### config.mk
export PLATFORM = sky130hd
export DESIGN_NAME = epv_top
export DESIGN_NICKNAME = d
export VERILOG_FILES = /design/src/epv_pkg.sv /design/src/epv_arb.sv /design/src/epv_top.sv
export VERILOG_INCLUDE_DIRS = /design/src /design/src/src
export SDC_FILE = /design/constraint.sdc
export NUM_CORES = 1
export LEC_CHECK = 0
export ABC_CLOCK_PERIOD_IN_PS = 96000
export BUFFER_PORTS_ARGS = -buffer_cell sky130_fd_sc_hd__buf_2
export CORE_MARGIN = 2
export CORE_UTILIZATION = 64
export CTS_CLUSTER_SIZE = 8
export DETAILED_ROUTE_END_ITERATION = 8
export PLACE_DENSITY_LB_ADDON = 0.15
export REMOVE_ABC_BUFFERS = 1
export SETUP_SLACK_MARGIN = 0.05
export SLEW_MARGIN = 20
export SYNTH_ARGS = -nofsm -noshare
export SYNTH_HDL_FRONTEND = slang
export SYNTH_HIERARCHICAL = 1
export SYNTH_SLANG_ARGS = --single-unit
### constraint.sdc
create_clock -name mclk -period 96 [get_ports mclk]
set_input_delay 28.8 -clock mclk [delete_from_list [all_inputs] [get_ports mclk]]
set_output_delay 28.8 -clock mclk [all_outputs]
set_load 0.02 [all_outputs]
### src/epv_defs.svh
`ifndef EPV_DEFS_SVH
`define EPV_DEFS_SVH

// Exception numbering
`define EPV_NUM_SYS    16
`define EPV_IRQ_BASE   16
`define EPV_EXC_RESET  1
`define EPV_EXC_NMI    2
`define EPV_EXC_HF     3
`define EPV_EXC_CFG0   4
`define EPV_EXC_PSR    14
`define EPV_EXC_TICK   15
`define EPV_SYS_IMPL   16'hd87c
`define EPV_IRQ_IMPL   30'h31ffc1ff

// Urgency levels, smaller is more urgent
`define EPV_LVL_RESET  4'h0
`define EPV_LVL_NMI    4'h1
`define EPV_LVL_HF     4'h2
`define EPV_LVL_OFS    4'h3
`define EPV_LVL_NONE   4'hf
`define EPV_PRIO_RST   3'h0

// Vector table
`define EPV_VBASE_RST  32'h0000_0000
`define EPV_VBASE_MIN  32'h0000_0100
`define EPV_VBASE_MAX  32'h3fff_ff00
`define EPV_SP_OFS     32'h0000_0000
`define EPV_RST_OFS    32'h0000_0004
`define EPV_IRQ0_OFS   32'h0000_0040

`endif

### src/epv_pkg.sv
package epv_pkg;
    typedef logic [3:0] epv_lvl_t;
    typedef logic [2:0] epv_prio_t;
    typedef enum logic [1:0] {
        EPV_BOOT_SP,
        EPV_BOOT_PC,
        EPV_RUN
    } epv_boot_t;
endpackage

### src/epv_arb.sv
`timescale 1ns/1ps
`include "epv_defs.svh"
module epv_arb
    import epv_pkg::*;
#(
    parameter int N    = 46,
    parameter int NUMW = 6
) (
    input  wire logic [N-1:0]   req,
    input  wire logic [N*4-1:0] lvl,
    output logic                found,
    output logic [NUMW-1:0]     num,
    output epv_lvl_t            best
);
    // Downward scan with <= leaves the lowest number on a tie
    always_comb begin
        found = 1'b0;
        num   = '0;
        best  = `EPV_LVL_NONE;
        for (int i = N - 1; i >= 0; i--) begin
            if (req[i] && lvl[i*4 +: 4] <= best) begin
                found = 1'b1;
                num   = NUMW'(i);
                best  = lvl[i*4 +: 4];
            end
        end
    end
endmodule

### src/epv_top.sv
`timescale 1ns/1ps
`include "epv_defs.svh"
module epv_top
    import epv_pkg::*;
#(
    parameter int          NIRQ     = 30,
    parameter logic [29:0] IRQ_IMPL = `EPV_IRQ_IMPL,
    parameter int          NUMW     = 6
) (
    input  wire logic            mclk,
    input  wire logic            rst_n,
    input  wire logic [12:0]     sys_req,
    input  wire logic            pendable_service_request,
    input  wire logic            systick_req,
    input  wire logic [NIRQ-1:0] peripheral_interrupt_n,
    input  wire logic            prio_wr_en,
    input  wire logic            prio_wr_priv,
    input  wire logic [NUMW-1:0] prio_wr_num,
    input  wire logic [2:0]      prio_wr_val,
    input  wire logic            vbase_wr_en,
    input  wire logic            vbase_wr_priv,
    input  wire logic [31:0]     vbase_wr_val,
    input  wire logic            core_accept,
    input  wire logic            core_return,
    output logic                 exc_valid,
    output logic [NUMW-1:0]      exc_num,
    output logic [31:0]          vec_addr,
    output epv_lvl_t             active_lvl,
    output logic [31:0]          vector_base_offset_reg,
    output logic                 vbase_wr_err,
    output logic                 boot_valid,
    output logic [31:0]          boot_addr
);
    localparam int NEXC = `EPV_NUM_SYS + NIRQ;

    epv_prio_t             prio [NEXC];
    logic [NEXC*4-1:0]     lvl_flat;
    logic [NEXC-1:0]       impl_mask;
    logic [NEXC-1:0]       req_vec;
    logic [NEXC-1:0]       pend;
    logic [NEXC-1:0]       act;
    logic [NEXC-1:0]       take_clr;
    logic [NEXC-1:0]       ret_clr;
    logic                  pend_found;
    logic [NUMW-1:0]       pend_num;
    epv_lvl_t              pend_lvl;
    logic                  act_found;
    logic [NUMW-1:0]       act_num;
    epv_lvl_t              act_lvl;
    logic                  take;
    logic                  vbase_ok;
    logic                  next_valid;
    epv_boot_t             st;

    assign impl_mask = {IRQ_IMPL[NIRQ-1:0], `EPV_SYS_IMPL};
    assign take      = core_accept && exc_valid;

    // Request map: system exceptions low, peripherals from 16 up
    always_comb begin
        req_vec                      = '0;
        req_vec[12:0]                = sys_req;
        req_vec[`EPV_EXC_PSR]        = pendable_service_request;
        req_vec[`EPV_EXC_TICK]       = systick_req;
        req_vec[`EPV_IRQ_BASE +: NIRQ] = peripheral_interrupt_n;
        req_vec                      = req_vec & impl_mask;
    end

    // Urgency per exception
    always_comb begin
        for (int e = 0; e < NEXC; e++) begin
            if (e == `EPV_EXC_RESET) begin
                lvl_flat[e*4 +: 4] = `EPV_LVL_RESET;
            end else if (e == `EPV_EXC_NMI) begin
                lvl_flat[e*4 +: 4] = `EPV_LVL_NMI;
            end else if (e == `EPV_EXC_HF) begin
                lvl_flat[e*4 +: 4] = `EPV_LVL_HF;
            end else begin
                lvl_flat[e*4 +: 4] = {1'b0, prio[e]} + `EPV_LVL_OFS;
            end
        end
    end

    always_ff @(posedge mclk) begin
        if (!rst_n) begin
            for (int e = 0; e < NEXC; e++) begin
                prio[e] <= `EPV_PRIO_RST;
            end
        end else if (prio_wr_en && prio_wr_priv && prio_wr_num >= NUMW'(`EPV_EXC_CFG0)
                     && 32'(prio_wr_num) < NEXC && impl_mask[prio_wr_num]) begin
            prio[prio_wr_num] <= prio_wr_val;
        end
    end

    assign vbase_ok = vbase_wr_en && vbase_wr_priv
                      && vbase_wr_val >= `EPV_VBASE_MIN
                      && vbase_wr_val <= `EPV_VBASE_MAX;

    always_ff @(posedge mclk) begin
        if (!rst_n) begin
            vector_base_offset_reg <= `EPV_VBASE_RST;
            vbase_wr_err           <= 1'b0;
        end else begin
            if (vbase_ok) begin
                vector_base_offset_reg <= {vbase_wr_val[31:8], 8'h00};
            end
            vbase_wr_err <= vbase_wr_en && !vbase_ok;
        end
    end

    // Boot fetch of stack word then reset handler word
    always_ff @(posedge mclk) begin
        if (!rst_n) begin
            st         <= EPV_BOOT_SP;
            boot_valid <= 1'b0;
            boot_addr  <= '0;
        end else begin
            case (st)
                EPV_BOOT_SP: begin
                    boot_valid <= 1'b1;
                    boot_addr  <= vector_base_offset_reg + `EPV_SP_OFS;
                    st         <= EPV_BOOT_PC;
                end
                EPV_BOOT_PC: begin
                    boot_addr <= vector_base_offset_reg + `EPV_RST_OFS;
                    st        <= EPV_RUN;
                end
                EPV_RUN: begin
                    boot_valid <= 1'b0;
                end
                default: begin
                    st <= EPV_RUN;
                end
            endcase
        end
    end

    epv_arb #(.N(NEXC), .NUMW(NUMW)) u_pend_arb (
        .req   (pend),
        .lvl   (lvl_flat),
        .found (pend_found),
        .num   (pend_num),
        .best  (pend_lvl)
    );

    // Most urgent active entry is the running handler
    epv_arb #(.N(NEXC), .NUMW(NUMW)) u_act_arb (
        .req   (act),
        .lvl   (lvl_flat),
        .found (act_found),
        .num   (act_num),
        .best  (act_lvl)
    );

    always_comb begin
        take_clr = '0;
        ret_clr  = '0;
        if (take) begin
            take_clr[exc_num] = 1'b1;
        end
        if (core_return && act_found) begin
            ret_clr[act_num] = 1'b1;
        end
    end

    // New request wins over the clear of the same bit
    always_ff @(posedge mclk) begin
        if (!rst_n) begin
            pend <= '0;
        end else begin
            pend <= (pend & ~take_clr) | req_vec;
        end
    end

    always_ff @(posedge mclk) begin
        if (!rst_n) begin
            act <= '0;
        end else begin
            act <= (act & ~ret_clr) | take_clr;
        end
    end

    // Blank one cycle after accept or return while state settles
    assign next_valid = pend_found && pend_lvl < act_lvl && !take && !core_return
                        && st == EPV_RUN;

    always_ff @(posedge mclk) begin
        if (!rst_n) begin
            exc_valid  <= 1'b0;
            exc_num    <= '0;
            vec_addr   <= `EPV_VBASE_RST;
            active_lvl <= `EPV_LVL_NONE;
        end else begin
            exc_valid  <= next_valid;
            exc_num    <= pend_num;
            vec_addr   <= vector_base_offset_reg + {24'h0, pend_num, 2'b00};
            active_lvl <= act_lvl;
        end
    end
endmodule

==> results.py, run 1 <==
metrics = {
    "setup_path": {
        "cp.required_ns": 96.43,
        "crit_slowest_cell": "o41ai_1",
        "critPathKind": "reg -> reg",
        "startpoint_type": "flop",
        "cp.arrival_ns": 78.87,
        "crit_path_end_kind": "flop",
        "max_stage_delay_ns": 0.67,
        "path_common_cell": "ha_1",
        "path_max_fanout": 10,
    },
    "global_route": {
        "overflow": 0,
        "grt_pass1_wl_um": 156000,
        "grt_pass1_vias": 30800,
        "grt_usage_pct": 35.1,
        "grt_max_degree": 81,
        "antenna_found_initial": 5,
    },
    "sta": {
        "fin_skew_ns": 0.0295,
        "fmax_mhz": 12.7,
        "tns_ns": 0,
        "setup_viol": 0,
        "hold_violations": 0,
        "maxSlewHeadroom_pct": 20.0,
        "period_share_pct": 81.7,
        "worstMarginPinSlew_ns": 1.20,
        "maxSlewViolCount": 0,
        "rsz0062_at_grt": "false",
        "fin_crit_ns": 78.44,
        "setup_ws_ns": 17.56,
    },
    "cells_and_area": {
        "multi_input_area_um2": 24300,
        "top_regs": "prio: 129 flops, act: 46 flops, pend: 46 flops",
        "fillers": 4482,
        "stdcell_count": 5379,
        "final_nets": 5019,
        "regMostFlops": "prio",
        "seqCellArea_um2": 7480,
        "fin_area_um2": 36800,
        "syn2layout_area_growth_pct": 9.33,
        "final_layout_size_suffix_gt1_share_pct": 10.8,
        "largest_reg_flops": 129,
    },
    "floorplan": {
        "initial_utilization_pct": 64.4,
        "ioPinCount": 203,
        "die_w_um": 233,
        "dieHeight_um": 233,
        "dieArea_um2": 54500,
        "core_area_um2": 52300,
        "rows": 84,
    },
    "clock_tree": {
        "htreeDepth": 2,
        "cts_tree": "built",
        "cts_root_buf": "clkbuf_16",
        "cts_buffer_depth": 3,
        "insertion_delay_ns": 0.61,
        "ctsHoldBuffers": 0,
        "post_cts_buffers": 0,
        "cts_buffers": 46,
        "clk_pin_slew_ns": 0.05,
        "cts.sinks": 309,
        "cts_resized": 0,
    },
    "power": {
        "leakage_nw": 16.6,
        "power_density_nw_per_um2": 42.2,
        "vdd.ir_drop.worst_uv": 92.8,
    },
    "placed_design": {
        "dpl_worst_slack_ns": 19.65,
        "portBuffers": 171,
        "place_hpwl_um": 76100,
        "dp_cells": 5293,
        "gp_congestion": 0.947,
        "dpl-instance-area_um2": 35400,
    },
    "synthesis": {
        "syn-cell-area_um2": 33700,
        "ys_types": 126,
        "synth_edf_count": 129,
        "ys_seq_area_share_pct": 22.2,
        "ys_ff_latch": 309,
        "synthCells": 4413,
        "ys_warn_count": 6,
        "synthFlopType": "dfxtp_1",
        "avgSynthCellArea_um2": 7.63,
        "async_flop_share_pct": 0,
    },
    "detailed_routing": {
        "via_per_inst": 6.29,
        "drt-total-wl_um": 98900,
        "via_count": 33900,
        "antenna_left": 0,
        "post_drt_wl_per_cell_um": 18.4,
        "firstDrtPassIters": 8,
        "drt_iter0_drc": 3032,
        "drc": 0,
    },
    "outcome": {
        "status": "finished, final reports clean",
    },
    "worst_hold_path": {
        "min_path_type": "reg -> reg",
    },
    "flow_run": {
        "max_cap_viol_count": 0,
    },
}
report_power, final:
group | internal [mW] | switching [mW] | total [mW] | leakage, nW
clock network | 0.0956 | 0.0655 | 0.161 | 0.670
registers | 0.144 | 0.00624 | 0.150 | 2.70
logic | 0.517 | 0.727 | 1.24 | 13.2
total | 0.756 | 0.799 | 1.56 | 16.6
final timing paths:
path         slack, ns                       to  cells past startpoint                               startpoint
max              17.56       act[33]$_SDFF_PN0_                    343                prio[44][0]$_SDFFCE_PN0P_
min reg2reg       0.47  vec_addr[29]$_SDFF_PN0_                      2  vector_base_offset_reg[29]$_SDFFE_PN0P_
max reg2reg      17.56       act[33]$_SDFF_PN0_                    343                prio[44][0]$_SDFFCE_PN0P_
min               0.47  vec_addr[29]$_SDFF_PN0_                      2  vector_base_offset_reg[29]$_SDFFE_PN0P_
final cells by class:
| class | count | area share [%] |
|---|---|---|
| tap | 688 | 2.34 |
| inverter | 475 | 4.85 |
| clock buffer | 72 | 3.42 |
| timing repair buffer | 192 | 2.76 |
| sequential | 309 | 20.3 |
| antenna | 7 | 0.0476 |
| clock inverter | 7 | 0.404 |
| multi-input combinational | 3629 | 65.9 |
cell usage in the layout, fill, tap and decap left out, drive strengths merged, types with 47 or more instances in the layout:
master / n
inv: 476
nor2: 427
nand2: 424
o21ai: 320
a21oi: 294
ha: 272
buf: 192
dfxtp: 180
edfxtp: 129
nand2b: 122
conb: 113
nand3: 100
mux2: 92
mux2i: 90
nor3: 85
xnor2: 79
and2: 78
o21a: 77
clkbuf: 72
nor2b: 69
a31oi: 66
o211ai: 66
and3: 65
or2: 61
o31ai: 47
cells by family (layout without fill, tap and decap cells):
family / after synthesis / count (layout) / share of synthesized area [%]
AOI/OAI and AO/OA: 1299 / 1299 / 27.0
adders and majority gates: 300 / 300 / 10.9
buffers and inverters: 586 / 746 / 7.06
xor gates and xnor gates: 95 / 95 / 2.47
muxes: 182 / 182 / 5.77
DFF: 309 / 309 / 22.2
other: 2 / 120 / 0.0223
and+or+nand+nor: 1640 / 1640 / 24.5
per-layer routing:
| layer | track usage (%) | wire (µm) | vias up |
|---|---|---|---|
| met5 | 0 | 0 | - |
| met4 | 15.7 | 4480 | 0 |
| met3 | 5.41 | 7470 | 252 |
| met2 | 58.0 | 44600 | 1352 |
| met1 | 45.2 | 42300 | 15800 |
| li1 | - | - | 16400 |
critical path: cells and delay by family, from the launching register on:
family	cells	cell delay [ns]
AOI/OAI and AO/OA	129	28.16
and+or+nand+nor	101	19.54
adders and majority gates	55	15.98
muxes	32	11.49
buffers and inverters	25	1.95
xor gates and xnor gates	1	0.63
DFF	1	0.39
synth_stat cells (all sizes together), types with 13 or more instances:
| cell | count | area (µm²) |
|---|---|---|
| o211a | 26 | 260 |
| a21oi | 294 | 1500 |
| nand4 | 36 | 225 |
| o31a | 28 | 248 |
| buf | 54 | 382 |
| or3 | 39 | 244 |
| mux2i | 90 | 901 |
| a211oi | 29 | 258 |
| nand2 | 424 | 1590 |
| o32ai | 22 | 223 |
| and2 | 78 | 498 |
| clkbuf | 57 | 214 |
| dfxtp | 180 | 3600 |
| o31ai | 47 | 420 |
| nor3 | 85 | 435 |
| a21o | 30 | 225 |
| o22ai | 22 | 163 |
| inv | 475 | 1780 |
| a31oi | 66 | 468 |
| nand3b | 19 | 143 |
| maj3 | 28 | 285 |
| o311ai | 18 | 173 |
| o21ai | 320 | 1620 |
| a211o | 26 | 228 |
| nor2 | 427 | 1600 |
| o2111ai | 14 | 123 |
| xnor2 | 79 | 692 |
| mux2 | 92 | 1040 |
| xor2 | 16 | 140 |
| ha | 272 | 3400 |
| a21boi | 26 | 218 |
| a31o | 18 | 158 |
| nor4 | 21 | 174 |
| nand2b | 122 | 763 |
| or2 | 61 | 392 |
| o211ai | 66 | 536 |
| or4 | 13 | 116 |
| nor2b | 69 | 432 |
| o21a | 77 | 578 |
| edfxtp | 129 | 3870 |
| nor3b | 32 | 240 |
| nand3 | 100 | 500 |
| and3 | 65 | 428 |
per-stage QoR:
step	util, %	total power, mW	hold slack (ns)
2_1_floorplan	-	1.10	0.441
3_3_place_gp	67.6	1.33	0.456
4_1_cts	70.3	1.53	0.469
5_1_grt	70.4	1.70	0.484
3_5_place_dp	67.6	1.35	0.461
6_report	70.4	1.56	0.470
No activity file was read; power rests on OpenSTA's default activity.
==> inputs of run 2 (changes only) <==
--- a/config.mk
+++ b/config.mk
@@ -6,10 +6,10 @@
 export SDC_FILE = /design/constraint.sdc
 export NUM_CORES = 1
 export LEC_CHECK = 0
-export ABC_CLOCK_PERIOD_IN_PS = 96000
+export ABC_CLOCK_PERIOD_IN_PS = 67400
 export BUFFER_PORTS_ARGS = -buffer_cell sky130_fd_sc_hd__buf_2
 export CORE_MARGIN = 2
-export CORE_UTILIZATION = 64
+export CORE_UTILIZATION = 57
 export CTS_CLUSTER_SIZE = 8
 export DETAILED_ROUTE_END_ITERATION = 8
 export PLACE_DENSITY_LB_ADDON = 0.15
==> constraint.sdc (replaced) <==
create_clock -name mclk -period 67.4 [get_ports mclk]
set_input_delay 20.22 -clock mclk [delete_from_list [all_inputs] [get_ports mclk]]
set_output_delay 20.22 -clock mclk [all_outputs]
set_load 0.02 [all_outputs]
==> run 2 against run 1 <==
The run now ends with DRC left. Critical path type unchanged. Clock-buffer cell count rose by 2. Largest cell class unchanged. Die area up 12%. Design area increased by 27%.
==> results.py, run 2 (synthesis gave the netlist of run 1 again) <==
metrics = {
    "outcome": {
        "status": "finished, violations left",
        "violations": "DRC",
    },
    "detailed_routing": {
        "via_per_inst": 6.19,
        "drt_iter0_drc": 3995,
        "firstDrtPassIters": 9,
        "drt-total-wl_um": 124000,
        "post_drt_wl_per_cell_um": 19.5,
        "antenna_left": 0,
        "drc": 1,
        "via_count": 39100,
    },
    "clock_tree": {
        "cts.sinks": 309,
        "cts_buffers": 47,
        "clk_pin_slew_ns": 0.05,
        "htreeDepth": 2,
        "cts_root_buf": "clkbuf_16",
        "cts_tree": "built",
        "cts_buffer_depth": 3,
        "insertion_delay_ns": 0.63,
    },
    "sta": {
        "fin_crit_ns": 66.62,
        "whs_ns": 0.471,
        "tns_ns": 0,
        "period_share_pct": 98.8,
        "setup_viol": 0,
        "hold_violations": 0,
        "fin_skew_ns": 0.0683,
        "worstMarginPinSlew_ns": 1.26,
        "fmax_mhz": 15.0,
        "maxSlewHeadroom_pct": 16.0,
        "maxSlewViolCount": 0,
    },
    "global_route": {
        "grt_pass1_vias": 34500,
        "overflow": 0,
        "antenna_found_initial": 7,
        "grt_usage_pct": 34.5,
        "grt_max_degree": 71,
        "grt_pass1_wl_um": 172000,
    },
    "floorplan": {
        "dieArea_um2": 61100,
        "initial_utilization_pct": 57.4,
        "ioPinCount": 203,
        "core_area_um2": 58700,
        "rows": 89,
        "dieHeight_um": 247,
        "die_w_um": 247,
    },
    "setup_path": {
        "startpoint_type": "flop",
        "crit_slowest_cell": "or4_4",
        "crit_path_end_kind": "flop",
        "path_common_cell": "ha_4",
        "path_max_fanout": 6,
        "cp.arrival_ns": 67.13,
        "critPathKind": "reg -> reg",
        "max_stage_delay_ns": 0.57,
        "cp.required_ns": 67.91,
        "rrSetupSlack_ns": 0.78,
    },
    "cells_and_area": {
        "final_cell_mix": "863 x buf_4, 444 x inv_1, 397 x nor2_1",
        "top_regs": "prio: 129 flops, act: 46 flops, pend: 46 flops",
        "syn2layout_area_growth_pct": 38.7,
        "largest_reg_flops": 129,
        "regMostFlops": "prio",
        "fillers": 3869,
        "final_nets": 5878,
        "final_layout_size_suffix_gt1_share_pct": 33.8,
        "layout_commonest_cell": "buf_4",
    },
    "flow_run": {
        "max_cap_viol_count": 0,
    },
    "worst_hold_path": {
        "min_path_type": "reg -> reg",
    },
    "placed_design": {
        "gp_congestion": 0.979,
        "place_hpwl_um": 85000,
        "portBuffers": 171,
    },
}
run 2: cell types whose count changed in the layout (fill, tap and decap cells not counted), moves of 30 or more:
cell	change
a21oi_1	-67
a21oi_2	+62
buf_4	+841
ha_1	-88
ha_4	+79
inv_1	-30
mux2_2	-43
mux2_4	+45
nor2_1	-30
o21ai_0	-75
o21ai_1	+38
o21ai_2	+30
run 2: critical path: cells and delay by family (launching register included):
kind	cells	cell delay, ns
compound gates	131	23.04
xor+xnor	1	0.28
fa+ha+maj	56	14.70
buf+inv	39	4.51
flops	1	0.43
mux	26	7.41
simple gates	111	16.09
run 2: stage by stage:
stage	cell area (µm²)	setup WS [ns]	util, %	std cells
after global routing	46700	-1.88	79.6	6323
after global placement	40900	-0.125	69.6	6094
after floorplan	33500	0.643	-	4413
after CTS	42600	0.0515	72.6	6187
final	46700	0.778	79.6	6323
after detailed placement	40900	-0.829	69.6	6094
run 2: final timing paths:
kind	startpoint	to	cells past startpoint
setup / recovery	prio[44][1]$_SDFFCE_PN0P_	act[16]$_SDFF_PN0_	364
hold reg to reg	vector_base_offset_reg[24]$_SDFFE_PN0P_	vec_addr[24]$_SDFF_PN0_	2
setup reg to reg	prio[44][1]$_SDFFCE_PN0P_	act[16]$_SDFF_PN0_	364
hold / removal	vector_base_offset_reg[24]$_SDFFE_PN0P_	vec_addr[24]$_SDFF_PN0_	2
run 2: layout make-up:
type,instances,area [µm²],area share (%)
well taps,773,967,2.07
clock buffers,74,1320,2.82
inverters,475,1790,3.83
flip-flops and latches,309,7480,16.0
repair buffers,1050,7520,16.1
multi-input cells,3629,27500,58.9
clock inverters,8,113,0.241
diodes,5,12.5,0.0268
run 2: timing repair:
action,in CTS,in global routing
setup endpoints to repair,57,57
hold buffers,0,0
resized for setup,71,668
setup buffers,11,131
pin swaps,10,301
run 2: metal layers:
| metal | part of all wire, % | GRT usage [%] |
|---|---|---|
| met1 | 38 | 43.1 |
| met2 | 47 | 59.3 |
| met3 | 8.5 | 4.70 |
| met4 | 5.8 | 15.0 |
| met5 | 0.011 | 0 |
Power of run 2 is left out: the tool's default activity adds up to more than one toggle a clock period on the data nets, which glitch-free logic cannot reach.
